===== src/design/ddr3_mode_map.svh =====
`ifndef DDR3_MODE_MAP_SVH
`define DDR3_MODE_MAP_SVH

// ---------------------------------------------------------------
// command bank codes
// ---------------------------------------------------------------
`define BANK_FIRST      3'h1
`define BANK_SECOND     3'h2
`define BANK_THIRD      3'h3

// ---------------------------------------------------------------
// field positions
// ---------------------------------------------------------------
`define DLL_OFF_BIT     0
`define NOM_BIT_A       2
`define AL_LSB          3
`define NOM_BIT_B       6
`define LEVEL_BIT       7
`define NOM_BIT_C       9
`define QOFF_BIT        12
`define CWL_LSB         3
`define RTT_WR_LSB      9
`define PAT_EN_BIT      2
`define PAT_LOC_LSB     0
`define AUTO_PRE_BIT    10

// ---------------------------------------------------------------
// reset values and counts
// ---------------------------------------------------------------
`define MODE_RST        14'h0000
`define CWL_BASE        6'h05
`define CL_MAX          6'h10
`define PATTERN_WORD    8'h55
`define WR_BURST_CYC    3'h4
`endif


===== src/design/ddr3_mode_pkg.sv =====
package ddr3_mode_pkg;
   // posted command as it travels the delay pipeline
   typedef struct packed {
      logic valid;
      logic write;
      logic auto_pre;
      logic pattern;
   } cmd_entry_t;

   // termination currently presented
   typedef enum logic [1:0] {
      TERM_OFF = 2'b00,
      TERM_NOM = 2'b01,
      TERM_WR  = 2'b10
   } term_sel_t;

   // readout source for reads
   typedef enum logic {
      SRC_ARRAY   = 1'b0,
      SRC_PATTERN = 1'b1
   } read_src_t;
endpackage : ddr3_mode_pkg


===== src/design/term_if.sv =====
`timescale 1ns/10ps
`default_nettype none
interface term_if;
   import ddr3_mode_pkg::*;
   logic [2:0] rtt_nom;
   logic [1:0] rtt_wr;
   logic       level_on;
   logic       dll_off;
   logic       odt_req;
   logic       wr_window;
   logic [2:0] rtt_code;
   term_sel_t  sel;

   modport ctrl (output rtt_nom, rtt_wr, level_on, dll_off, odt_req,
                 output wr_window, input rtt_code, sel);
   modport term (input rtt_nom, rtt_wr, level_on, dll_off, odt_req,
                 input wr_window, output rtt_code, sel);
endinterface : term_if
`default_nettype wire


===== src/design/cmd_delay_line.sv =====
`timescale 1ns/10ps
`default_nettype none
module cmd_delay_line
   import ddr3_mode_pkg::*;
#(
   parameter int DEPTH = 32
) (
   input  wire logic                   sys_clk,
   input  wire logic                   sys_rst,
   input  wire cmd_entry_t             cmd_in,
   output cmd_entry_t [DEPTH-1:0]      stage_ff
);
   initial begin
      if (DEPTH < 2) $error("delay depth too small");
   end

   // one slot per cycle, a command in stage index i is i+1 cycles old
   always_ff @(posedge sys_clk) begin
      if (sys_rst) begin
         stage_ff <= '0;
      end else begin
         stage_ff <= {stage_ff[DEPTH-2:0], cmd_in};
      end
   end
endmodule : cmd_delay_line
`default_nettype wire


===== src/design/term_select.sv =====
`timescale 1ns/10ps
`default_nettype none
module term_select
   import ddr3_mode_pkg::*;
(
   input  wire logic  sys_clk,
   input  wire logic  sys_rst,
   term_if.term       tif
);
   logic      dyn_ok;
   logic      nom_on;
   term_sel_t nxt_sel;

   // dynamic switching only outside leveling and with delay loop on
   assign dyn_ok = (tif.rtt_wr != 2'h0) && !tif.level_on
                   && !tif.dll_off;
   assign nom_on = (tif.rtt_nom != 3'h0);

   // pick termination source
   always_comb begin
      nxt_sel = TERM_OFF;
      if (tif.odt_req) begin
         if (tif.wr_window && dyn_ok) begin
            nxt_sel = TERM_WR;
         end else if (nom_on) begin
            nxt_sel = TERM_NOM;
         end
      end
   end

   // registered selection and code
   always_ff @(posedge sys_clk) begin
      if (sys_rst) begin
         tif.sel      <= TERM_OFF;
         tif.rtt_code <= 3'h0;
      end else begin
         tif.sel <= nxt_sel;
         case (nxt_sel)
            TERM_NOM: tif.rtt_code <= tif.rtt_nom;
            TERM_WR:  tif.rtt_code <= {1'b0, tif.rtt_wr};
            default:  tif.rtt_code <= 3'h0;
         endcase
      end
   end
endmodule : term_select
`default_nettype wire


===== src/design/ddr3_mode_logic.sv =====
`include "ddr3_mode_map.svh"
`timescale 1ns/10ps
`default_nettype none
module ddr3_mode_logic
   import ddr3_mode_pkg::*;
#(
   parameter int DEPTH = 32
) (
   input  wire logic        sys_clk,
   input  wire logic        sys_rst,
   input  wire logic        cs_n,
   input  wire logic        ras_n,
   input  wire logic        cas_n,
   input  wire logic        we_n,
   input  wire logic [2:0]  bank,
   input  wire logic [13:0] addr,
   input  wire logic        odt_pin,
   input  wire logic [5:0]  read_column_latency,
   input  wire logic        wl_strobe_edge,
   input  wire logic        wl_clk_level,
   output logic             exec_valid,
   output logic             exec_write,
   output logic             exec_auto_pre,
   output logic             read_data_start,
   output logic             read_from_pattern,
   output logic             write_data_start,
   output logic [5:0]       total_read_latency,
   output logic [5:0]       total_write_latency,
   output logic             out_drive_en,
   output logic             wl_active,
   output logic             wl_feedback,
   output logic             pattern_active,
   output logic [7:0]       pattern_data,
   output logic [1:0]       pattern_loc,
   output logic [2:0]       rtt_code,
   output term_sel_t        term_sel
);
   initial begin
      if (DEPTH < 2 * `CL_MAX) $error("pipeline shorter than latency");
   end

   // ---------------------------------------------------------------
   // helpers
   // ---------------------------------------------------------------
   // additive latency code to cycles
   function automatic logic [5:0] al_cycles(input logic [1:0] code,
                                            input logic [5:0] cl);
      case (code)
         2'h1:    al_cycles = cl - 6'h01;
         2'h2:    al_cycles = cl - 6'h02;
         default: al_cycles = 6'h00;
      endcase
   endfunction : al_cycles

   // entry that is d cycles old
   function automatic cmd_entry_t tap(input logic [5:0] d,
                                      input cmd_entry_t now,
                                      input cmd_entry_t [DEPTH-1:0] st);
      if (d == 6'h00) begin
         tap = now;
      end else begin
         tap = st[d - 6'h01];
      end
   endfunction : tap

   // ---------------------------------------------------------------
   // command decode
   // ---------------------------------------------------------------
   logic mrs_cmd;
   logic col_cmd;
   logic wr_cmd;

   assign mrs_cmd = !cs_n && !ras_n && !cas_n && !we_n;
   // column command never blocked, even right after activate
   assign col_cmd = !cs_n && ras_n && !cas_n;
   assign wr_cmd  = col_cmd && !we_n;

   // ---------------------------------------------------------------
   // mode registers
   // ---------------------------------------------------------------
   logic [13:0] first_mode_register_ff;
   logic [13:0] second_mode_register_ff;
   logic [13:0] third_mode_register_ff;

   // first register
   always_ff @(posedge sys_clk) begin
      if (sys_rst) begin
         first_mode_register_ff <= `MODE_RST;
      end else if (mrs_cmd && bank == `BANK_FIRST) begin
         first_mode_register_ff <= addr;
      end
   end

   // second register
   always_ff @(posedge sys_clk) begin
      if (sys_rst) begin
         second_mode_register_ff <= `MODE_RST;
      end else if (mrs_cmd && bank == `BANK_SECOND) begin
         second_mode_register_ff <= addr;
      end
   end

   // third register, reset also leaves pattern mode
   always_ff @(posedge sys_clk) begin
      if (sys_rst) begin
         third_mode_register_ff <= `MODE_RST;
      end else if (mrs_cmd && bank == `BANK_THIRD) begin
         third_mode_register_ff <= addr;
      end
   end

   // ---------------------------------------------------------------
   // field extraction, reserved bits unused
   // ---------------------------------------------------------------
   logic [1:0] al_code;
   logic [2:0] cwl_code;
   logic [1:0] rtt_wr;
   logic [2:0] rtt_nom;
   logic       qoff;
   logic       level_on;
   logic       dll_off;
   read_src_t  read_src;

   assign al_code  = first_mode_register_ff[`AL_LSB +: 2];
   assign qoff     = first_mode_register_ff[`QOFF_BIT];
   assign level_on = first_mode_register_ff[`LEVEL_BIT];
   assign dll_off  = first_mode_register_ff[`DLL_OFF_BIT];
   assign rtt_nom  = {first_mode_register_ff[`NOM_BIT_C],
                      first_mode_register_ff[`NOM_BIT_B],
                      first_mode_register_ff[`NOM_BIT_A]};
   // only the documented fields are read back
   assign cwl_code = second_mode_register_ff[`CWL_LSB +: 3];
   assign rtt_wr   = second_mode_register_ff[`RTT_WR_LSB +: 2];
   assign read_src = read_src_t'(third_mode_register_ff[`PAT_EN_BIT]);

   // ---------------------------------------------------------------
   // latency composition
   // ---------------------------------------------------------------
   logic [5:0] al_lat;
   logic [5:0] cwl_lat;
   logic [5:0] rd_lat;
   logic [5:0] wr_lat;

   assign al_lat  = al_cycles(al_code, read_column_latency);
   // whole cycles only, no half steps
   assign cwl_lat = `CWL_BASE + {3'h0, cwl_code};
   assign rd_lat  = al_lat + read_column_latency;
   assign wr_lat  = al_lat + cwl_lat;

   // latency report
   always_ff @(posedge sys_clk) begin
      if (sys_rst) begin
         total_read_latency  <= 6'h00;
         total_write_latency <= 6'h00;
      end else begin
         total_read_latency  <= rd_lat;
         total_write_latency <= wr_lat;
      end
   end

   // ---------------------------------------------------------------
   // posted command pipeline
   // ---------------------------------------------------------------
   cmd_entry_t             cmd_now;
   cmd_entry_t [DEPTH-1:0] stage;
   cmd_entry_t             tap_exec;
   cmd_entry_t             tap_rd;
   cmd_entry_t             tap_wr;

   // tag the read with its source when it is posted
   always_comb begin
      cmd_now          = '0;
      cmd_now.valid    = col_cmd;
      cmd_now.write    = wr_cmd;
      cmd_now.auto_pre = addr[`AUTO_PRE_BIT];
      cmd_now.pattern  = col_cmd && !wr_cmd
                         && read_src == SRC_PATTERN;
   end

   cmd_delay_line #(
      .DEPTH    (DEPTH)
   ) u_delay (
      .sys_clk  (sys_clk),
      .sys_rst  (sys_rst),
      .cmd_in   (cmd_now),
      .stage_ff (stage)
   );

   assign tap_exec = tap(al_lat, cmd_now, stage);
   assign tap_rd   = tap(rd_lat, cmd_now, stage);
   assign tap_wr   = tap(wr_lat, cmd_now, stage);

   // internal execution after additive latency
   always_ff @(posedge sys_clk) begin
      if (sys_rst) begin
         exec_valid    <= 1'b0;
         exec_write    <= 1'b0;
         exec_auto_pre <= 1'b0;
      end else begin
         exec_valid    <= tap_exec.valid;
         exec_write    <= tap_exec.valid && tap_exec.write;
         exec_auto_pre <= tap_exec.valid && tap_exec.auto_pre;
      end
   end

   // first data bit markers
   always_ff @(posedge sys_clk) begin
      if (sys_rst) begin
         read_data_start   <= 1'b0;
         read_from_pattern <= 1'b0;
         write_data_start  <= 1'b0;
      end else begin
         read_data_start   <= tap_rd.valid && !tap_rd.write;
         read_from_pattern <= tap_rd.valid && tap_rd.pattern;
         write_data_start  <= tap_wr.valid && tap_wr.write;
      end
   end

   // ---------------------------------------------------------------
   // readout pattern mode
   // ---------------------------------------------------------------
   // location bits only count while the mode is on
   always_ff @(posedge sys_clk) begin
      if (sys_rst) begin
         pattern_active <= 1'b0;
         pattern_loc    <= 2'h0;
         pattern_data   <= 8'h00;
      end else begin
         case (read_src)
            SRC_PATTERN: begin
               pattern_active <= 1'b1;
               pattern_loc    <=
                  third_mode_register_ff[`PAT_LOC_LSB +: 2];
               pattern_data   <= `PATTERN_WORD;
            end
            default: begin
               pattern_active <= 1'b0;
               pattern_loc    <= 2'h0;
               pattern_data   <= 8'h00;
            end
         endcase
      end
   end

   // ---------------------------------------------------------------
   // output disable and write leveling
   // ---------------------------------------------------------------
   // drivers for data and strobes released when disabled
   always_ff @(posedge sys_clk) begin
      if (sys_rst) begin
         out_drive_en <= 1'b1;
         wl_active    <= 1'b0;
      end else begin
         out_drive_en <= !qoff;
         wl_active    <= level_on;
      end
   end

   // sampled clock level returned per strobe edge
   always_ff @(posedge sys_clk) begin
      if (sys_rst) begin
         wl_feedback <= 1'b0;
      end else if (!level_on) begin
         wl_feedback <= 1'b0;
      end else if (wl_strobe_edge) begin
         wl_feedback <= wl_clk_level;
      end
   end

   // ---------------------------------------------------------------
   // write window and termination
   // ---------------------------------------------------------------
   logic [2:0] wr_win_ff;

   // burst length of termination hold per write
   always_ff @(posedge sys_clk) begin
      if (sys_rst) begin
         wr_win_ff <= 3'h0;
      end else if (tap_wr.valid && tap_wr.write) begin
         wr_win_ff <= `WR_BURST_CYC;
      end else if (wr_win_ff != 3'h0) begin
         wr_win_ff <= wr_win_ff - 3'h1;
      end
   end

   term_if tif ();

   assign tif.rtt_nom   = rtt_nom;
   assign tif.rtt_wr    = rtt_wr;
   assign tif.level_on  = level_on;
   assign tif.dll_off   = dll_off;
   assign tif.odt_req   = odt_pin;
   assign tif.wr_window = (wr_win_ff != 3'h0)
                          || (tap_wr.valid && tap_wr.write);
   assign rtt_code      = tif.rtt_code;
   assign term_sel      = tif.sel;

   term_select u_term (
      .sys_clk (sys_clk),
      .sys_rst (sys_rst),
      .tif     (tif.term)
   );
endmodule : ddr3_mode_logic
`default_nettype wire


===== config.mk =====
export PLATFORM = sky130hd
export DESIGN_NAME = ddr3_mode_logic
export DESIGN_NICKNAME = d
export VERILOG_FILES = /design/src/design/ddr3_mode_pkg.sv /design/src/design/term_if.sv /design/src/design/cmd_delay_line.sv /design/src/design/term_select.sv /design/src/design/ddr3_mode_logic.sv
export VERILOG_INCLUDE_DIRS = /design/src /design/src/design
export SDC_FILE = /design/constraint.sdc
export NUM_CORES = 1
export LEC_CHECK = 0
export ABC_CLOCK_PERIOD_IN_PS = 4500
export BUFFER_PORTS_ARGS = -buffer_cell sky130_fd_sc_hd__buf_4
export CORE_MARGIN = 1
export CORE_UTILIZATION = 50
export CTS_CLUSTER_DIAMETER = 30
export CTS_CLUSTER_SIZE = 20
export DETAILED_ROUTE_END_ITERATION = 10
export GPL_TIMING_DRIVEN = 0
export HOLD_SLACK_MARGIN = 0.06
export PLACE_DENSITY_LB_ADDON = 0.25
export REMOVE_ABC_BUFFERS = 1
export SYNTH_ARGS = -nofsm -noshare
export SYNTH_HDL_FRONTEND = slang
export SYNTH_SLANG_ARGS = --single-unit

===== constraint.sdc =====
create_clock -name sys_clk -period 4.5 [get_ports sys_clk]
set_input_delay 0.225 -clock sys_clk [delete_from_list [all_inputs] [get_ports sys_clk]]
set_output_delay 0.225 -clock sys_clk [all_outputs]
set_load 0.005 [all_outputs]

---- After elaboration in Yosys (flattened, before gate mapping) ----
Cells that the tools add are included.
cells by class
  magnitude comparators ................... 3
  equality and inequality tests ........... 7
  reduce and logical (&&, ||, !) cells .... 39
  add/sub/neg operators ................... 9
  bitwise logic cells ..................... 2
  muxes and demuxes ....................... 18
operators by type and width
  operator                                             number
  binary-select mux 4 bit (select 5 bit)               3
  2-to-1 mux 4 bit                                     6
  subtractor 6 x 1 -> 6 bit, second input constant     4
  logical AND 1 bit                                    19
  logical NOT 6 bit                                    3
  < comparator 6 bit, second input constant            3
  one-hot mux 6 bit (2 select lines)                   1
  logical NOT 1 bit                                    9
  2-to-1 mux 7 bit                                     1
  adder 6 x 4 -> 6 bit                                 1
  adder 6 bit                                          1
  equality test 3 x 2 -> 1 bit, second input constant  2
  2-to-1 mux 3 bit                                     2
  one-hot mux 3 bit (2 select lines)                   1
  nonzero test 3 bit                                   2
  OR reduction 2 bit                                   3
  subtractor 6 x 2 -> 6 bit, second input constant     1
  adder 3 x 3 -> 4 bit, first input constant           1
  equality test 2 x 1 -> 1 bit, second input constant  2
  equality test 2 bit, second input constant           2
  2-to-1 mux 2 bit                                     2
  nonzero test 2 bit                                   2
  equality test 3 x 1 -> 1 bit, second input constant  1
  subtractor 3 x 1 -> 3 bit, second input constant     1
  3 further kinds                                      5
word-level totals
  logic and storage cells ................. 227
  register bits after elaboration ......... 195
  bits of input ports ..................... 32
  output and inout bits ................... 37

---- Depth between registers and ports, before layout ----
  word-level depth ........................ 15
  depth in mapped cells ................... 23

---- Cells and area by module ----
From an unflattened synthesis, not the netlist that was laid out.
second synthesis, totals
  cell total of the unflattened synthesis .. 773
  area, all modules ....................... 8443.1 um^2
by module, submodules not included
  module           area each (um^2)  sequential area each (um^2)  cells an instance  times used
  ddr3_mode_logic  4724.5            860.8                        477                1
  cmd_delay_line   3464.6            2562.5                       270                1
  term_select      254.0             100.1                        26                 1

---- Worst setup path after synthesis ----
Ideal clock, no wire load.
  kind .................................... reg-to-reg
  start ................................... register first_mode_register_ff[3]
  end ..................................... register u_term.tif.rtt_code[0]
  required time ........................... 4.422 ns
  data arrival time ....................... 4.851 ns
  setup slack ............................. -0.429 ns
  stages on the path, launching flop included .. 20
  cell sequence ........................... dfxtp_1 > inv_1 > ha_1 > buf_6 > clkinv_1 > a31oi_1 > buf_4 > buf_2 > ha_1 > fa_1 > xor2_2 > mux4_1 > mux2i_1 > a2111oi_2 > nor4_2 > a2111oi_2 > nor2_1 > nand2_1 > ha_1 > nor3_1
on the way
  cells in the longest elaborated chain, start to end .. 14
  elaborated cells between the ends (all ways) .. 17
  classes of those cells .................. add/sub (2); eq/ne (4); mux (7); reduce/logical (4)
ends and longest elaborated chain
  element                                                                     RTL line                text
  from (decl)                                                                 ddr3_mode_logic.sv:81   logic [13:0] first_mode_register_ff;
  from (signal assigned)                                                      ddr3_mode_logic.sv:88   first_mode_register_ff <= `MODE_RST;
  from (signal assigned)                                                      ddr3_mode_logic.sv:90   first_mode_register_ff <= addr;
  equality test 2 bit / equality test 2 x 1 -> 1 bit (equally long branches)  ddr3_mode_logic.sv:48   case (code)
  one-hot mux 6 bit (2 select lines) *                                        ddr3_mode_logic.sv:48
  adder 6 x 4 -> 6 bit *                                                      ddr3_mode_logic.sv:148  assign wr_lat = al_lat + cwl_lat;
  subtractor 6 x 1 -> 6 bit                                                   ddr3_mode_logic.sv:62   tap = st[d - 6'h01];
  binary-select mux 4 bit (select 5 bit)                                      ddr3_mode_logic.sv:62
  2-to-1 mux 4 bit (implied by the code)                                      ddr3_mode_logic.sv:62
  2-to-1 mux 4 bit *                                                          ddr3_mode_logic.sv:59   if (d == 6'h00) begin
  logical AND 1 bit *                                                         ddr3_mode_logic.sv:294  || (tap_wr.valid && tap_wr.write);
  logical OR 1 bit *                                                          ddr3_mode_logic.sv:294
  logical AND 1 bit *                                                         term_select.sv:23       if (tif.wr_window && dyn_ok) begin
  2-to-1 mux 2 bit *                                                          term_select.sv:23
  2-to-1 mux 2 bit *                                                          term_select.sv:22       if (tif.odt_req) begin
  equality test 2 bit / equality test 2 x 1 -> 1 bit (equally long branches)  term_select.sv:38       case (nxt_sel)
  one-hot mux 3 bit (2 select lines) *                                        term_select.sv:38
  to (signal assigned)                                                        term_select.sv:39       TERM_NOM: tif.rtt_code <= tif.rtt_nom;
  to (signal assigned)                                                        term_select.sv:40       TERM_WR: tif.rtt_code <= {1'b0, tif.rtt_wr};
  to (decl)                                                                   term_if.sv:17           input wr_window, output rtt_code, sel);
Every way passes the cells marked *; elsewhere a longest branch is shown, timed or not. The select of a mux whose other input is x is not followed.
A chain may end at the register's enable or synchronous reset.

---- Worst setup path after layout ----
  start ................................... register first_mode_register_ff[3]
  end ..................................... register u_term.tif.rtt_code[1]
on the way
  cells in the longest elaborated chain, start to end .. 14
  elaborated cells between the ends (all ways) .. 17
  classes of those cells .................. add/sub (2); eq/ne (4); mux (7); reduce/logical (4)
ends and longest elaborated chain
  element                                                                     RTL line                text
  equality test 2 bit / equality test 2 x 1 -> 1 bit (equally long branches)  ddr3_mode_logic.sv:48
  one-hot mux 6 bit (2 select lines) *                                        ddr3_mode_logic.sv:48
  adder 6 x 4 -> 6 bit *                                                      ddr3_mode_logic.sv:148
  subtractor 6 x 1 -> 6 bit                                                   ddr3_mode_logic.sv:62
  binary-select mux 4 bit (select 5 bit)                                      ddr3_mode_logic.sv:62
  2-to-1 mux 4 bit (implied by the code)                                      ddr3_mode_logic.sv:62
  2-to-1 mux 4 bit *                                                          ddr3_mode_logic.sv:59
  logical AND 1 bit *                                                         ddr3_mode_logic.sv:294
  logical OR 1 bit *                                                          ddr3_mode_logic.sv:294
  logical AND 1 bit *                                                         term_select.sv:23
  2-to-1 mux 2 bit *                                                          term_select.sv:23
  2-to-1 mux 2 bit *                                                          term_select.sv:22
  net u_term.nxt_sel[0]                                                       term_select.sv:12       term_sel_t nxt_sel;
  equality test 2 bit / equality test 2 x 1 -> 1 bit (equally long branches)  term_select.sv:38
  one-hot mux 3 bit (2 select lines) *                                        term_select.sv:38
The timed path passes the listed nets; every way through them passes the cells marked *. The select of a mux whose other input is x is not followed.

==> summary.md <==
| Metric | Value |
|---|---|
| Status | finished, violations left |
| Failing checks | setup timing |
| Area of the core | roughly 0.016 mm² |
| Initial Util | 51.68% |
| Fin Setup TNS | -0.06039 ns |
| Total Power | 0.003293 W |
| Clock-pin slew on the worst setup and hold paths | roughly 0.07 ns |
| Worst Path Max Fanout | 4 |
| Diode count | 0 |
| Sequential fraction of the synthesis area | 42.45% |
| Fillers | 1244 |
| Min cycle time layout | approximately 4.5 ns |
| GRT Total Usage | 24.68% |
| Main flop type after synthesis | dfxtp_1 |
| Reg-to-reg endpoint | u_term.tif.rtt_code[1] |
| Maximum VDD drop | ~0.0003 V |
| Place WS | -1.565 ns |
| Die height | 130.8 µm |
| Worst Skew | slightly below 0.01 ns |
| Die area | around 0.017 mm² |
| Final count of hold timing violations | 0 |
| Post-Syn Area per Cell | between 10 and 15 µm² |
| Setup Crit Path Kind | reg -> reg |
| Vias post-DR | approximately 6300 |
| R2R setup slack | -0.04 ns |
| Lkg Pwr | about 4.1 nW |
| Die Width | ~130 µm |
| Most frequent cells in the layout | dfxtp_1 (174), nor2b_1 (130), buf_4 (83), mux2i_1 (55), nor2_1 (51) |
| GRT Residual Overflow | 0 |
| Worst reg2reg startpoint | first_mode_register_ff[3] |
| RSZ-0062 raised after global routing | true |
| Vias in the first global route | between 6000 and 7000 |
| Root buffer cell | clkbuf_16 |
| Dpl hpwl | 12690 µm |
| Final period utilization | 100.8% |
| Vias per cell | about 5.6 |
| Num CTS Buffers | 17 |
| First-pass GRT wire length | between 30000 and 40000 µm |
| Final #Nets | roughly 950 |
| Drt pass-1 iters | 5 |
| Ports | 69 |
| Least-Margin Pin Slew | around 1.2 ns |
| Clk_lat worst skew | 0.43 ns |
| Final GP Congestion | about 0.87 |
| Crit. Startpoint | first_mode_register_ff[3] |
| # clock sinks | between 150 and 200 |
| Post-route setup slack | -0.03628 ns |
| Critical path startpoint category | flip-flop |
| CTS H-tree depth | 4 |
| Final setup fails | 3 |
| Maximum buffer depth of the clock tree | 2 |
| Area grow syn2layout | 22.28% |
| Fin. max-slew vios | 0 |
| Largest net degree at the start of global routing | between 150 and 200 |
| Slew headroom | a little over a fifth |
| YS warnings | 0 |
| DRC viols | 0 |
| Design area | approximately 0.010 mm² |
| Ys async rst share | 0% |
| Post-Syn Instances | roughly 820 |
| Max Freq | around 0.22 GHz |
| DR WL/cell | about 18 µm |
| Row Count | 46 |
| Max-capacitance violation count | 0 |
| Power Dens Cells | 324.5 mW/mm² |
| Initial antenna violation count | 0 |
| Post-route ant nets | 0 |
| Leading cell type in the layout, fill and taps excluded | dfxtp_1 |
| Distinct cells, synth | 66 |
| Hold WC Path Type | in -> reg |
| Critical Path AT | between 4 and 5 ns |
| Seq cells post-synth | ~180 |
| Reg2Reg Depth | 19 |
| Placed Area | 0.008870 mm² |
| Drt initial violations | around 520 |
| Share of layout cells above drive strength 1 | ~24% |
| Worst setup endpoint | u_term.tif.rtt_code[1] |
| Number of synthesized flops with an enable pin | 0 |
| Worst EP required | a little under 5 ns |
| Total Wirelength | approximately 20000 µm |
| Port-buffer cells | a little over 60 |
| Endpoint class of the critical path | flip-flop |
| CTS tree | built |
| Post-synth design cell area | roughly 0.0083 mm² |
report_power, final:
part / total (W) / internal (W) / switching, W
clock network: 0.00148 / 0.000814 / 0.000667
logic: 0.000233 / 0.000102 / 0.000131
registers: 0.00158 / 0.00157 / 0.00000784
total: 0.00329 / 0.00249 / 0.000806
area by class of cell:
type                       instances  area [µm²]  area share [%]
timing repair buffer             105       899.6           8.864
multi-input combinational        568        4733           46.64
sequential                       176        3531           34.79
clock buffer                      19       452.9           4.463
inverter                          27       116.4           1.147
tap                              216       270.3           2.663
clock inverter                    13       145.1           1.430
cell families (layout without fill, tap and decap cells):
logic type | Yosys count | count (layout) | share of synthesized area (%)
muxes | 103 | 104 | 17.85
and+or+nand+nor | 319 | 319 | 21.05
xor gates and xnor gates | 17 | 17 | 2.292
other | 1 | 4 | 0.04519
adders and majority gates | 25 | 25 | 3.860
buffers and inverters | 76 | 164 | 4.447
DFF | 176 | 176 | 42.45
AOI/OAI and AO/OA | 99 | 99 | 8.006
state kept, by name (all words and copies together) (netlist names), 2 cells and up:
signal,count
first_mode_register_ff,8
u_delay.stage_ff,128
total_read_latency,6
second_mode_register_ff,5
total_write_latency,6
u_term.tif.rtt_code,3
third_mode_register_ff,3
wr_win_ff,3
pattern_loc,2
u_term.tif.sel,2
layer usage:
metal | share of wire, % | wire, µm | global-route usage (%)
met4 | 3.1 | 620 | 13.12
met5 | 0 | 0 | 0
met1 | 43 | 8775 | 30.62
met2 | 48 | 9722 | 40.87
met3 | 5.9 | 1204 | 4.560
timing repair:
action | CTS | global route
hold endpoints to repair | 16 | 0
buffers inserted | 24 | 2
gates resized for setup | 57 | 4
endpoints found under the setup margin | 12 | 3
pin swaps | 19 | 11
hold buffers | 14 | 0
cloned | 1 | 0
worst min-delay path by stage:
stage	slack [ns]	end	depth (start not counted)	startpoint
after global placement	0.36	out_drive_en	1	first_mode_register_ff[12]
after global routing	0.08	u_delay.stage_ff[1]	2	addr[10]
after detailed placement	0.38	out_drive_en	1	first_mode_register_ff[12]
after floorplan	0.29	total_read_latency[1]	1	sys_rst
after CTS	0.07	u_delay.stage_ff[1]	2	addr[10]
final	0.07	u_delay.stage_ff[1]	2	addr[10]
critical path, stage by stage (launching register included):
cell and delay, ns:
dfxtp_4 0.37, inv_2 0.05, ha_4 0.17, buf_6 0.11, nor3b_4 0.15, a31oi_4 0.21, ha_4 0.24, fa_2 0.65
xor2_4 0.17, buf_12 0.14, mux4_2 0.55, mux2i_4 0.24, o22ai_2 0.13, nor4_4 0.41, a2111oi_4 0.14, nor2_2 0.15
and2_1 0.14, ha_2 0.21, a22oi_2 0.09, nor3_1 0.14
cells in the mapped netlist, types with 23 or more instances:
master / n / area (µm²)
a21oi_1: 23 / 115.1
clkbuf_1: 27 / 101.4
dfxtp_1: 176 / 3523
ha_1: 24 / 300.3
inv_1: 25 / 93.84
mux2i_1: 58 / 580.6
mux4_2: 31 / 698.2
nand2_1: 48 / 180.2
nand3_1: 29 / 145.1
nor2_1: 52 / 195.2
nor2b_1: 130 / 813.3
o21ai_0: 28 / 140.1
stage by stage:
stage	utilization [%]	cells	hold slack [ns]
2_1_floorplan	-	770	0.2917
3_3_place_gp	54.62	1047	0.3627
3_5_place_dp	55.24	1051	0.3760
4_1_cts	62.76	1121	0.06912
5_1_grt	63.20	1124	0.07617
6_report	63.20	1124	0.07311
Power figures use the tool's default switching activity.
